===== src/upc_map.svh =====
// register offsets, field positions and command codes of the command port
// assumes byte addresses on an apb bus with 32-bit data, one register per aligned word
`ifndef UPC_MAP_SVH
`define UPC_MAP_SVH

`define UPC_ADDR_W 8
`define UPC_OFF_STATUS 8'h00
`define UPC_OFF_CMD 8'h04
`define UPC_OFF_PHASE 8'h08

`define UPC_ST_ZERO 0
`define UPC_ST_RXDONE 1
`define UPC_ST_IRQ 8
`define UPC_ST_IEN 9

`define UPC_CM_ERR 15
`define UPC_CM_PEND 14
`define UPC_CM_PARAM 13
`define UPC_CM_CODE_HI 12
`define UPC_CM_CODE_LO 8

`define UPC_PH_LO 0
`define UPC_PH_HI 1
`define UPC_PH_ARMED 2
`define UPC_PH_DISCARD 3

`define UPC_CODE_STOP 5'h00
`define UPC_CODE_START 5'h01
`define UPC_CODE_INIT 5'h02
`define UPC_CODE_TRANS 5'h03
`define UPC_CODE_STATUS 5'h04
`define UPC_CODE_SELFTEST 5'h05
`define UPC_CODE_CONN_REQ 5'h06
`define UPC_CODE_CONN_RSP 5'h07
`define UPC_CODE_RST_REQ 5'h08
`define UPC_CODE_RST_RSP 5'h09
`define UPC_CODE_XID_REQ 5'h0a
`define UPC_CODE_XID_RSP 5'h0b
`define UPC_CODE_TEST_REQ 5'h0c

`define UPC_ZERO32 32'h0000_0000

`endif


===== src/upc_pkg.sv =====
// types shared by the command port and its command checker
// assumes upc_map.svh is compiled alongside
package upc_pkg;

    typedef enum logic [1:0] {
        PH_STOPPED,
        PH_DISCONNECTED,
        PH_INFO,
        PH_TRANSPARENT
    } upc_phase_e;

    typedef enum logic [1:0] {
        FR_INFO,
        FR_UI,
        FR_FRMR,
        FR_OTHER
    } upc_frame_e;

    typedef logic [4:0] upc_code_t;

endpackage

===== src/upc_cmd_check.sv =====
// decides whether a command code is legal in the current phase
// assumes the caller samples the answer only while a command is pending
`timescale 1ns/1ps
`include "upc_map.svh"

module upc_cmd_check (
    // command under test
    input wire upc_pkg::upc_code_t code,
    input wire upc_pkg::upc_phase_e phase,
    // verdict
    output logic valid
);
    import upc_pkg::*;

    always_comb begin
        valid = 1'b0;
        case (code)
            `UPC_CODE_STOP: valid = 1'b1;
            `UPC_CODE_START: valid = (phase == PH_STOPPED) || (phase == PH_TRANSPARENT); // see RULE17
            `UPC_CODE_INIT: valid = (phase == PH_STOPPED); // see RULE19
            `UPC_CODE_SELFTEST: valid = (phase == PH_STOPPED);
            `UPC_CODE_STATUS: valid = 1'b1;
            `UPC_CODE_TRANS: valid = (phase != PH_STOPPED);
            `UPC_CODE_CONN_REQ, `UPC_CODE_CONN_RSP: valid = (phase == PH_DISCONNECTED);
            `UPC_CODE_RST_REQ, `UPC_CODE_RST_RSP: valid = (phase != PH_STOPPED);
            `UPC_CODE_XID_REQ, `UPC_CODE_XID_RSP, `UPC_CODE_TEST_REQ: valid = (phase != PH_STOPPED);
            default: valid = 1'b0;
        endcase
    end

endmodule


===== src/upc_command_port.sv =====
// host command port of a link-level controller: apb registers, command execution, phase control
// assumes one clock, synchronous inputs and an apb master that holds each request until pready
//
// Operation
// RULE1: set rx done after good frame descriptor update
// RULE2: rx done raises interrupt when enabled
// RULE3: rx done cleared by write one, stop
// RULE4: status bit zero always reads zero
// RULE5: conflicting command sets command error flag
// RULE6: command error cleared by write one
// RULE7: pending flag set by software, cleared when done
// RULE8: parameter zero: resend unacknowledged frames on link
// RULE9: parameter one: discard unacknowledged, return ownership
// RULE10: software writes parameter zero otherwise
// RULE11: software writes code with pending flag
// RULE12: stop: stopped phase, no dma, ones, ignore
// RULE13: stop during transmission aborts the frame
// RULE14: stop with parameter one is full reset
// RULE15: start zero: disconnected, rings reset, flags
// RULE16: start one: straight to information transfer
// RULE17: start only when stopped or transparent
// RULE18: interrupt pin low when enabled and flagged
// RULE19: init fetches block, only when stopped
// RULE20: software waits for pending clear first
//
// Local design decisions: the placing of the registers and the APB interface to the registers.
`timescale 1ns/1ps
`include "upc_map.svh"

module upc_command_port (
    // clock, reset, enable
    input wire logic sys_clk,
    input wire logic rst,
    input wire logic ce,
    // apb slave
    input wire logic psel,
    input wire logic penable,
    input wire logic pwrite,
    input wire logic [`UPC_ADDR_W-1:0] paddr,
    input wire logic [31:0] pwdata,
    input wire logic [3:0] pstrb,
    output logic [31:0] prdata,
    output logic pready,
    output logic pslverr,
    // receive side events
    input wire logic rx_desc_upd,
    input wire logic rx_frame_good,
    input wire upc_pkg::upc_frame_e rx_frame_kind,
    // transmit and link events
    input wire logic tx_busy,
    input wire logic link_up,
    // interrupt pin
    output logic irq_n,
    // engine controls
    output logic dma_enable,
    output logic tx_send_ones,
    output logic tx_send_flags,
    output logic rx_ignore,
    output logic [1:0] phase_out,
    // one-cycle command pulses
    output logic ring_reset,
    output logic tx_abort,
    output logic init_fetch_req,
    output logic retx_unacked_req,
    output logic discard_unacked_req,
    output logic cmd_done
);
    import upc_pkg::*;

    typedef struct packed {
        logic ack;
        logic [31:0] rdata;
        logic rx_done;
        logic irq_en;
        logic cmd_err;
        logic cmd_pend;
        logic cmd_param;
        upc_code_t cmd_code;
        upc_phase_e phase;
        logic armed;
        logic discard_sel;
        logic ring_reset;
        logic tx_abort;
        logic init_req;
        logic retx_req;
        logic discard_req;
        logic done;
    } upc_state_s;

    localparam upc_state_s RESET_STATE = '{
        ack: 1'b0,
        rdata: `UPC_ZERO32,
        rx_done: 1'b0,
        irq_en: 1'b0,
        cmd_err: 1'b0,
        cmd_pend: 1'b0,
        cmd_param: 1'b0,
        cmd_code: `UPC_CODE_STOP,
        phase: PH_STOPPED,
        armed: 1'b0,
        discard_sel: 1'b0,
        ring_reset: 1'b0,
        tx_abort: 1'b0,
        init_req: 1'b0,
        retx_req: 1'b0,
        discard_req: 1'b0,
        done: 1'b0
    };

    upc_state_s s_q;
    upc_state_s s_d;
    logic cmd_valid;

    // low byte lanes carry every field of the 16-bit registers
    function automatic logic lane_ok(input logic [3:0] strb, input int bit_pos);
        lane_ok = strb[bit_pos / 8];
    endfunction

    function automatic logic addr_mapped(input logic [`UPC_ADDR_W-1:0] a);
        addr_mapped = (a == `UPC_OFF_STATUS) || (a == `UPC_OFF_CMD) || (a == `UPC_OFF_PHASE);
    endfunction

    function automatic logic summary_flag(input upc_state_s st);
        summary_flag = st.rx_done;
    endfunction

    upc_cmd_check u_check (
        .code(s_q.cmd_code),
        .phase(s_q.phase),
        .valid(cmd_valid)
    );

    logic access;
    logic wr_fire;
    logic rx_event;
    logic [31:0] status_word;
    logic [31:0] cmd_word;
    logic [31:0] phase_word;

    assign access = psel && penable;
    // writes land only at the edge where pready is seen high
    assign wr_fire = access && s_q.ack && pwrite && addr_mapped(paddr);

    // stopped phase ignores received data entirely
    assign rx_event = rx_desc_upd && rx_frame_good && (s_q.phase != PH_STOPPED)
        && ((s_q.phase == PH_TRANSPARENT) || (rx_frame_kind != FR_OTHER)); // see RULE1

    always_comb begin
        status_word = `UPC_ZERO32;
        status_word[`UPC_ST_RXDONE] = s_q.rx_done;
        status_word[`UPC_ST_IRQ] = summary_flag(s_q);
        status_word[`UPC_ST_IEN] = s_q.irq_en;
        status_word[`UPC_ST_ZERO] = 1'b0; // see RULE4
    end

    always_comb begin
        cmd_word = `UPC_ZERO32;
        cmd_word[`UPC_CM_ERR] = s_q.cmd_err;
        cmd_word[`UPC_CM_PEND] = s_q.cmd_pend;
        cmd_word[`UPC_CM_PARAM] = s_q.cmd_param;
        cmd_word[`UPC_CM_CODE_HI:`UPC_CM_CODE_LO] = s_q.cmd_code;
    end

    always_comb begin
        phase_word = `UPC_ZERO32;
        phase_word[`UPC_PH_HI:`UPC_PH_LO] = s_q.phase;
        phase_word[`UPC_PH_ARMED] = s_q.armed;
        phase_word[`UPC_PH_DISCARD] = s_q.discard_sel;
    end

    always_comb begin
        s_d = s_q;
        s_d.ring_reset = 1'b0;
        s_d.tx_abort = 1'b0;
        s_d.init_req = 1'b0;
        s_d.retx_req = 1'b0;
        s_d.discard_req = 1'b0;
        s_d.done = 1'b0;

        // one wait state so that read data comes from a register
        s_d.ack = access && !s_q.ack;
        if (access && !s_q.ack) begin
            case (paddr)
                `UPC_OFF_STATUS: s_d.rdata = status_word;
                `UPC_OFF_CMD: s_d.rdata = cmd_word;
                `UPC_OFF_PHASE: s_d.rdata = phase_word;
                default: s_d.rdata = `UPC_ZERO32;
            endcase
        end

        // software side of the registers
        if (wr_fire && (paddr == `UPC_OFF_STATUS)) begin
            if (lane_ok(pstrb, `UPC_ST_RXDONE) && pwdata[`UPC_ST_RXDONE]) begin
                s_d.rx_done = 1'b0; // see RULE3
            end
            if (lane_ok(pstrb, `UPC_ST_IEN)) begin
                // enabling is refused while stopped
                s_d.irq_en = pwdata[`UPC_ST_IEN] && (s_q.phase != PH_STOPPED);
            end
        end
        if (wr_fire && (paddr == `UPC_OFF_CMD) && lane_ok(pstrb, `UPC_CM_ERR)) begin
            if (pwdata[`UPC_CM_ERR]) begin
                s_d.cmd_err = 1'b0; // see RULE6
            end
            // a command is latched only together with the pending flag
            if (pwdata[`UPC_CM_PEND]) begin
                s_d.cmd_pend = 1'b1; // see RULE7
                s_d.cmd_param = pwdata[`UPC_CM_PARAM];
                s_d.cmd_code = pwdata[`UPC_CM_CODE_HI:`UPC_CM_CODE_LO];
            end
        end

        // link established: settle the frames left unacknowledged
        if (link_up && (s_q.phase == PH_DISCONNECTED || s_q.phase == PH_INFO)) begin
            s_d.phase = PH_INFO;
            if (s_q.armed) begin
                s_d.armed = 1'b0;
                s_d.retx_req = !s_q.discard_sel; // see RULE8
                s_d.discard_req = s_q.discard_sel; // see RULE9
            end
        end

        // command execution, one cycle after the pending flag is seen
        if (s_q.cmd_pend) begin
            s_d.cmd_pend = 1'b0; // see RULE7
            s_d.done = 1'b1;
            if (!cmd_valid) begin
                s_d.cmd_err = 1'b1; // see RULE5
            end else begin
                case (s_q.cmd_code)
                    `UPC_CODE_STOP: begin
                        s_d.phase = PH_STOPPED; // see RULE12
                        s_d.rx_done = 1'b0; // see RULE3
                        s_d.irq_en = 1'b0;
                        s_d.armed = 1'b0;
                        s_d.tx_abort = tx_busy; // see RULE13
                    end
                    `UPC_CODE_START: begin
                        if (s_q.cmd_param) begin
                            s_d.phase = PH_INFO; // see RULE16
                        end else begin
                            s_d.phase = PH_DISCONNECTED; // see RULE15
                            s_d.ring_reset = 1'b1;
                        end
                    end
                    `UPC_CODE_INIT: s_d.init_req = 1'b1; // see RULE19
                    `UPC_CODE_TRANS: s_d.phase = PH_TRANSPARENT;
                    `UPC_CODE_CONN_REQ, `UPC_CODE_CONN_RSP: begin
                        s_d.armed = 1'b1;
                        s_d.discard_sel = s_q.cmd_param;
                    end
                    `UPC_CODE_RST_REQ, `UPC_CODE_RST_RSP: begin
                        // in disconnected or transparent phase these are accepted but change nothing
                        if (s_q.phase == PH_INFO) begin
                            s_d.armed = 1'b1;
                            s_d.discard_sel = s_q.cmd_param;
                        end
                    end
                    default: s_d.armed = s_d.armed;
                endcase
            end
        end

        // hardware set wins over a clear in the same cycle, except the full reset of stop with parameter one
        if (rx_event) begin
            s_d.rx_done = 1'b1; // see RULE1
        end

        // stop with parameter one behaves as the reset input
        if (s_q.cmd_pend && cmd_valid && (s_q.cmd_code == `UPC_CODE_STOP) && s_q.cmd_param) begin
            s_d = RESET_STATE; // see RULE14
            s_d.tx_abort = tx_busy; // see RULE13
            s_d.done = 1'b1;
        end
    end

    always_ff @(posedge sys_clk) begin
        if (rst) begin
            s_q <= RESET_STATE;
        end else if (ce) begin
            s_q <= s_d;
        end
    end

    assign pready = access && s_q.ack;
    assign pslverr = access && s_q.ack && !addr_mapped(paddr);
    assign prdata = s_q.rdata;

    // pin low only when enabled and flagged
    assign irq_n = !(s_q.irq_en && summary_flag(s_q)); // see RULE2 see RULE18

    assign dma_enable = (s_q.phase != PH_STOPPED); // see RULE12
    assign tx_send_ones = (s_q.phase == PH_STOPPED);
    assign tx_send_flags = (s_q.phase != PH_STOPPED); // see RULE15
    assign rx_ignore = (s_q.phase == PH_STOPPED);
    assign phase_out = s_q.phase;

    assign ring_reset = s_q.ring_reset;
    assign tx_abort = s_q.tx_abort;
    assign init_fetch_req = s_q.init_req;
    assign retx_unacked_req = s_q.retx_req;
    assign discard_unacked_req = s_q.discard_req;
    assign cmd_done = s_q.done;

endmodule


===== config.mk =====
export PLATFORM = sky130hd
export DESIGN_NAME = upc_command_port
export DESIGN_NICKNAME = d
export VERILOG_FILES = /design/src/upc_pkg.sv /design/src/upc_cmd_check.sv /design/src/upc_command_port.sv
export VERILOG_INCLUDE_DIRS = /design/src
export SDC_FILE = /design/constraint.sdc
export NUM_CORES = 1
export LEC_CHECK = 0
export ABC_CLOCK_PERIOD_IN_PS = 2200
export BUFFER_PORTS_ARGS = -buffer_cell sky130_fd_sc_hd__buf_2
export CAP_MARGIN = 20
export CORE_ASPECT_RATIO = 1.4
export CORE_MARGIN = 2
export CORE_UTILIZATION = 41
export CTS_CLUSTER_DIAMETER = 200
export DETAILED_ROUTE_END_ITERATION = 16
export PLACE_DENSITY = 0.76
export SLEW_MARGIN = 15
export SYNTH_ARGS = -nofsm -noshare
export SYNTH_HDL_FRONTEND = slang
export SYNTH_SLANG_ARGS = --single-unit

===== constraint.sdc =====
create_clock -name sys_clk -period 2.2 [get_ports sys_clk]
set_input_delay 0.22 -clock sys_clk [delete_from_list [all_inputs] [get_ports sys_clk]]
set_output_delay 0.22 -clock sys_clk [all_outputs]
set_load 0.005 [all_outputs]

* After elaboration in Yosys (flattened, before gate mapping)
Index checks and enable logic that the tools add are counted.
** Cells by class
- Equality and inequality tests :: 19
- Mux-type cells :: 30
- Reductions and logical operators :: 49
** Operators with widths (number)
- $mux 53 :: 1
- $pmux 16 s3 :: 1
- $mux 32 :: 1
- $eq 5x4->1 const B :: 5
- $mux 7 :: 3
- $eq 5x3->1 const B :: 4
- $logic_and 1x1->1 :: 19
- $mux 2 :: 7
- $reduce_bool 2->1 :: 6
- $eq 5x2->1 const B :: 2
- $mux 1 :: 10
- $reduce_bool 3->1 :: 3
- $eq 8x3->1 const B :: 1
- $eq 8x4->1 const B :: 1
- $logic_not 8->1 :: 1
- $mux 8 :: 1
- $reduce_or 2->1 :: 4
- $pmux 2 s3 :: 1
- $reduce_and 3->1 :: 2
- $reduce_or 6->1 :: 1
- $eq 5x1->1 const B :: 1
- $logic_not 5->1 :: 1
- $logic_or 1x1->1 :: 5
- $pmux 1 s5 :: 1
- other kinds (12) :: 16
** Word-level totals
- Flip-flop bits (word level) :: 53
- Input bits :: 56
- Output and inout port bits :: 47
- Word-level logic and storage cells :: 115

* Longest topological paths before layout
- Depth after elaboration :: 11
- Gate-level depth with buffers :: 7
- Mapped depth without buffers :: 7

* Modules after synthesis
Synthesis repeated with hierarchy kept, for this count alone.
** Second synthesis, totals
- Cells, all modules :: 250
- Area total of the unflattened synthesis :: 2160.8 um^2
** By module, submodules not included
- upc_command_port :: instances 1, cells each 235, area an instance 2053.2 um^2, seq. area each 660.6 um^2
- upc_cmd_check :: instances 1, cells each 15, area an instance 107.6 um^2, seq. area each 0.0 um^2

* Worst setup path before layout
OpenSTA, ideal clock, no wires.
- Kind :: register to register
- Start :: register s_q (netlist bit phase_out[0])
- End :: register s_q (netlist bit phase_out[0])
- Setup time :: 0.122 ns
- Arrival :: 1.988 ns
- Required time :: 2.078 ns
- Setup slack :: 0.090 ns
- Cell stages (with the launch flop) :: 8
- Path buffers :: 0
- Period minus slack after synthesis :: 2.110 ns
- Cell sequence :: dfxtp_1 -> inv_1 -> ha_1 -> or2_0 -> a311o_1 -> a31oi_2 -> a21oi_1 -> a221o_1
** On the way
- Word-level cells in the longest chain between the ends :: 8
- Elaborated cells on any way between the ends :: 17
- Those cells by class :: eq/ne: 3; mux: 6; reduce/logical: 8
** RTL lines
- start, declared :: RTL line upc_command_port.sv:110 : upc_state_s s_q;
- start signal, assigned :: RTL line upc_command_port.sv:279 : s_q <= RESET_STATE;
- start signal, assigned :: RTL line upc_command_port.sv:281 : s_q <= s_d;
- $eq 2x1->1 or $eq 2x2->1 (tied branches) :: RTL line upc_cmd_check.sv:24, upc_command_port.sv:214
- $logic_or 1x1->1 :: RTL line upc_command_port.sv:214 : if (link_up && (s_q.phase == PH_DISCONNECTED || s_q.phase == PH_INFO)) begin
- $logic_and 1x1->1 :: RTL line upc_command_port.sv:214
- $mux 3 :: RTL line upc_command_port.sv:214
- $pmux 2 s3 :: RTL line upc_command_port.sv:230 : case (s_q.cmd_code)
- $mux 7 :: RTL line upc_command_port.sv:227 : if (!cmd_valid) begin
- $mux 7 :: RTL line upc_command_port.sv:224 : if (s_q.cmd_pend) begin
- $mux 53 (*) :: RTL line upc_command_port.sv:270 : if (s_q.cmd_pend && cmd_valid && (s_q.cmd_code == `UPC_CODE_STOP) && s_q.cmd_param) begin
Every way passes the cells marked *; elsewhere a longest branch is shown, timed or not. The select of a mux whose other input is x is not followed.
A chain may end at the register's enable or synchronous reset.

* Final worst setup path
- Start :: register s_q (netlist bit phase_out[0])
- End :: register s_q (netlist bit phase_word[3])
** On the way
- Word-level cells in the longest chain between the ends :: 8
- Elaborated cells on any way between the ends :: 16
- Those cells by class :: eq/ne: 4; mux: 2; reduce/logical: 10
** RTL lines
- $eq 2x2->1 or $logic_not 2->1 (tied branches) :: RTL line upc_cmd_check.sv:19, upc_cmd_check.sv:20, upc_cmd_check.sv:21
- $logic_or 1x1->1 :: RTL line upc_cmd_check.sv:19 : `UPC_CODE_START: valid = (phase == PH_STOPPED) || (phase == PH_TRANSPARENT);
- $pmux 1 s5 :: RTL line upc_cmd_check.sv:17 : case (code)
- $logic_and 1x1->1 (3 in series) :: RTL line upc_command_port.sv:270
- $ne 3x3->1 (no source line) (tied with other cells)
- $reduce_and 5->1 (no source line)
Several ways; a longest one is shown, not always the timed one.

==> results by group <==
Run status
  – Status: complete, no violations

Power and ir drop
  – Pleak: 0.001056 uW
  – Overall power: 1130 uW
  – VDD IR max: 0.0003164 V
  – Pwr/cell area: 483.4 nW/um^2

Finish
  – Synth-to-Final Area Change: 15.67%
  – N_diodes: 0
  – Reg area: 660.6 sq um
  – Nets: 357
  – Multi-input gate area: 1075 sq um
  – Fillers: 511
  – Ratio of cells with drive above 1 in the final layout: 29.29%

Critical path
  – CP Capture Type: flip-flop
  – Crit path largest cell delay: 360 ps
  – Setup crit start: phase_out[0]
  – Slowest CP cell: or3_1
  – CP Max Fanout: 5
  – CP cell instances: inv_1, ha_4, or2_0, a311o_1, and3_4, or3_1, a21oi_1
  – CP Launch Type: flip-flop
  – Reg2reg start: phase_out[0]
  – Critical Path RT: 2410 ps
  – Crit path kind: reg -> reg
  – Worst Path Arrival: 2230 ps

Die
  – Die area: 5514 sq um
  – Die W: 63.33 um
  – Initial core utilization: 42.06%
  – Rows: 30
  – Die Ht: 87.07 um
  – # IOs: 103
  – Core ar.: 4805 sq um

Logic synthesis
  – Synth area leaders: dfxtp_1, buf_4, nand2_1, a21oi_1, a22o_1
  – Asr flop ratio synth: 0%
  – Syn avg cell area: 8.148 sq um
  – Leading area contributor after synthesis: dfxtp_1
  – Ys flop type: dfxtp_1
  – Synth top cells by count: buf_4, dfxtp_1, nand2_1
  – Cells after synthesis: 248
  – Yosys warns: 0
  – Syn Std Cell Area: 2021 sq um
  – Synth top area share: 32.69%
  – Most frequent cell after synthesis: buf_4
  – Post-synth EDFFs: 0
  – Synth cell types: 51
  – Synth Register Bits: 33
  – Post-synthesis sequential area ratio: 32.69%

Clocking
  – Clock root buffer: clkbuf_8
  – Post_cts resized: 0
  – Clock Path Buffers: 2
  – Clk sink count: 33
  – Setup bufs post-CTS: 0
  – Cts bufs inserted: 5
  – Clk_lat worst skew: 280 ps
  – Clock transition at path regs: 60 ps
  – Hold-fix buffers, CTS: 0
  – CTS tree: yes
  – H-tree levels: 2

STA
  – Slew Limit Headroom: 65.91%
  – Fin Clk Skew: 1.934 ps
  – Min cycle time layout: 2015 ps
  – Slew Viols, Final: 0
  – Worst-margin pin slew: 507.4 ps
  – Final Hold Viols: 0
  – Max Fclk: 0.4963 GHz
  – Unrepaired setup endpoints after global routing: no
  – Final setup vio count: 0
  – Fin worst setup slack: 184.9 ps
  – Final period util: 91.59%
  – Setup_tns: 0 ps

Drt
  – DRT iter0 DRCs: 101
  – WL final: 4.834 mm
  – DRC: 0
  – Via count: 1824
  – Drt first pass iters: 4
  – Routed len/inst: 13.39 um
  – Final ANT Viol Nets: 0
  – Drt via density: 5.053

Placed design
  – Buffers on Ports: 57
  – Pre-CTS WS: 94.83 ps
  – Post-DP HPWL: 3.813 mm
  – Routability cong.: 0.9180

Worst hold path
  – Hold path start: tx_busy
  – Type of the tightest min-delay check: in -> reg

Global routing
  – GRT Util Overall: 18.22%
  – First-pass GRT wire length: 7.893 mm
  – Initial antenna violation count: 0
  – Vias in the first global route: 1720
  – Gr ovfl total: 0
  – Pin count of the biggest net entering global routing: 24

Job
  – Number of max-cap violations: 0
## layout by cell type (no fill, tap or decap), drive strengths merged, types with 2 or more instances in the layout
cell type   n
a21oi      18
a22o        9
a31oi       3
and2        3
and3        6
and4        2
buf        72
clkbuf      7
conb       20
dfxtp      33
ha          4
inv        10
mux2        2
mux2i       7
nand2      27
nand3       6
nand4       5
nor2       15
nor2b       3
nor3        5
nor3b       3
o21ai      11
o21bai      2
o41ai       2
or2         2
## routing by layer
metal  vias to the layer above  track usage [%]  part of all wire, %
met5                         -                0                    0
met4                         0            7.312                  1.9
met3                        10            4.269                  6.7
met2                        74            32.34                   52
met1                       826            20.96                   40
li1                        914                -                    -
## state kept, by name, summed over array words and instances, names as in the netlist
register	flops
cmd_word	8
init_fetch_req	1
cmd_done	1
s_q	3
discard_unacked_req	1
phase_out	2
tx_abort	1
prdata	12
ring_reset	1
phase_word	2
retx_unacked_req	1
## worst paths after layout
check        slack [ps]            end  cells after the start
max                 180  phase_word[3]                      7
min                 220       tx_abort                      3
max reg2reg         180  phase_word[3]                      7
min reg2reg         450      prdata[8]                      2
## metrics by stage
stage	area (sq um)	std cells	hold slack (ps)	utilization [%]
after floorplan	2092	267	386.0	-
after global placement	2238	354	436.8	46.59
after detailed placement	2238	354	442.2	46.59
after CTS	2325	361	218.8	48.39
after global routing	2337	361	227.9	48.65
final	2337	361	223.8	48.65
## worst max-delay path, delay by kind of cell (launching register included)
kind / cells / cell delay [ps]
flops: 1 / 340
buf+inv: 1 / 90
compound gates: 2 / 490
fa+ha+maj: 1 / 260
simple gates: 3 / 770
## area by class of cell
| type | count | share of cell area [%] |
|---|---|---|
| Clock buffer | 7 | 3.694 |
| Inverter | 10 | 1.606 |
| Multi-Input combinational cell | 175 | 45.99 |
| Sequential cell | 33 | 28.27 |
| Tap cell | 64 | 3.426 |
| Timing Repair Buffer | 72 | 17.02 |
## power by group
group / switching (uW) / total [uW] / leakage [uW] / internal, uW
clock network: 201 / 449 / 0.0000443 / 248
registers: 0.444 / 599 / 0.000266 / 598
logic: 48.5 / 82.0 / 0.000746 / 33.5
## cells by family (layout without fill, tap and decap cells)
kind of cell,after synthesis,in the layout,share of synthesized area [%]
muxes,9,9,4.582
buffers and inverters,59,89,18.27
and+or+nand+nor,85,85,22.66
other,1,20,0.1856
AOI/OAI and AO/OA,57,57,19.13
adders and majority gates,4,4,2.477
DFF,33,33,32.69
Note: power is estimated with default switching activity, not from simulation.
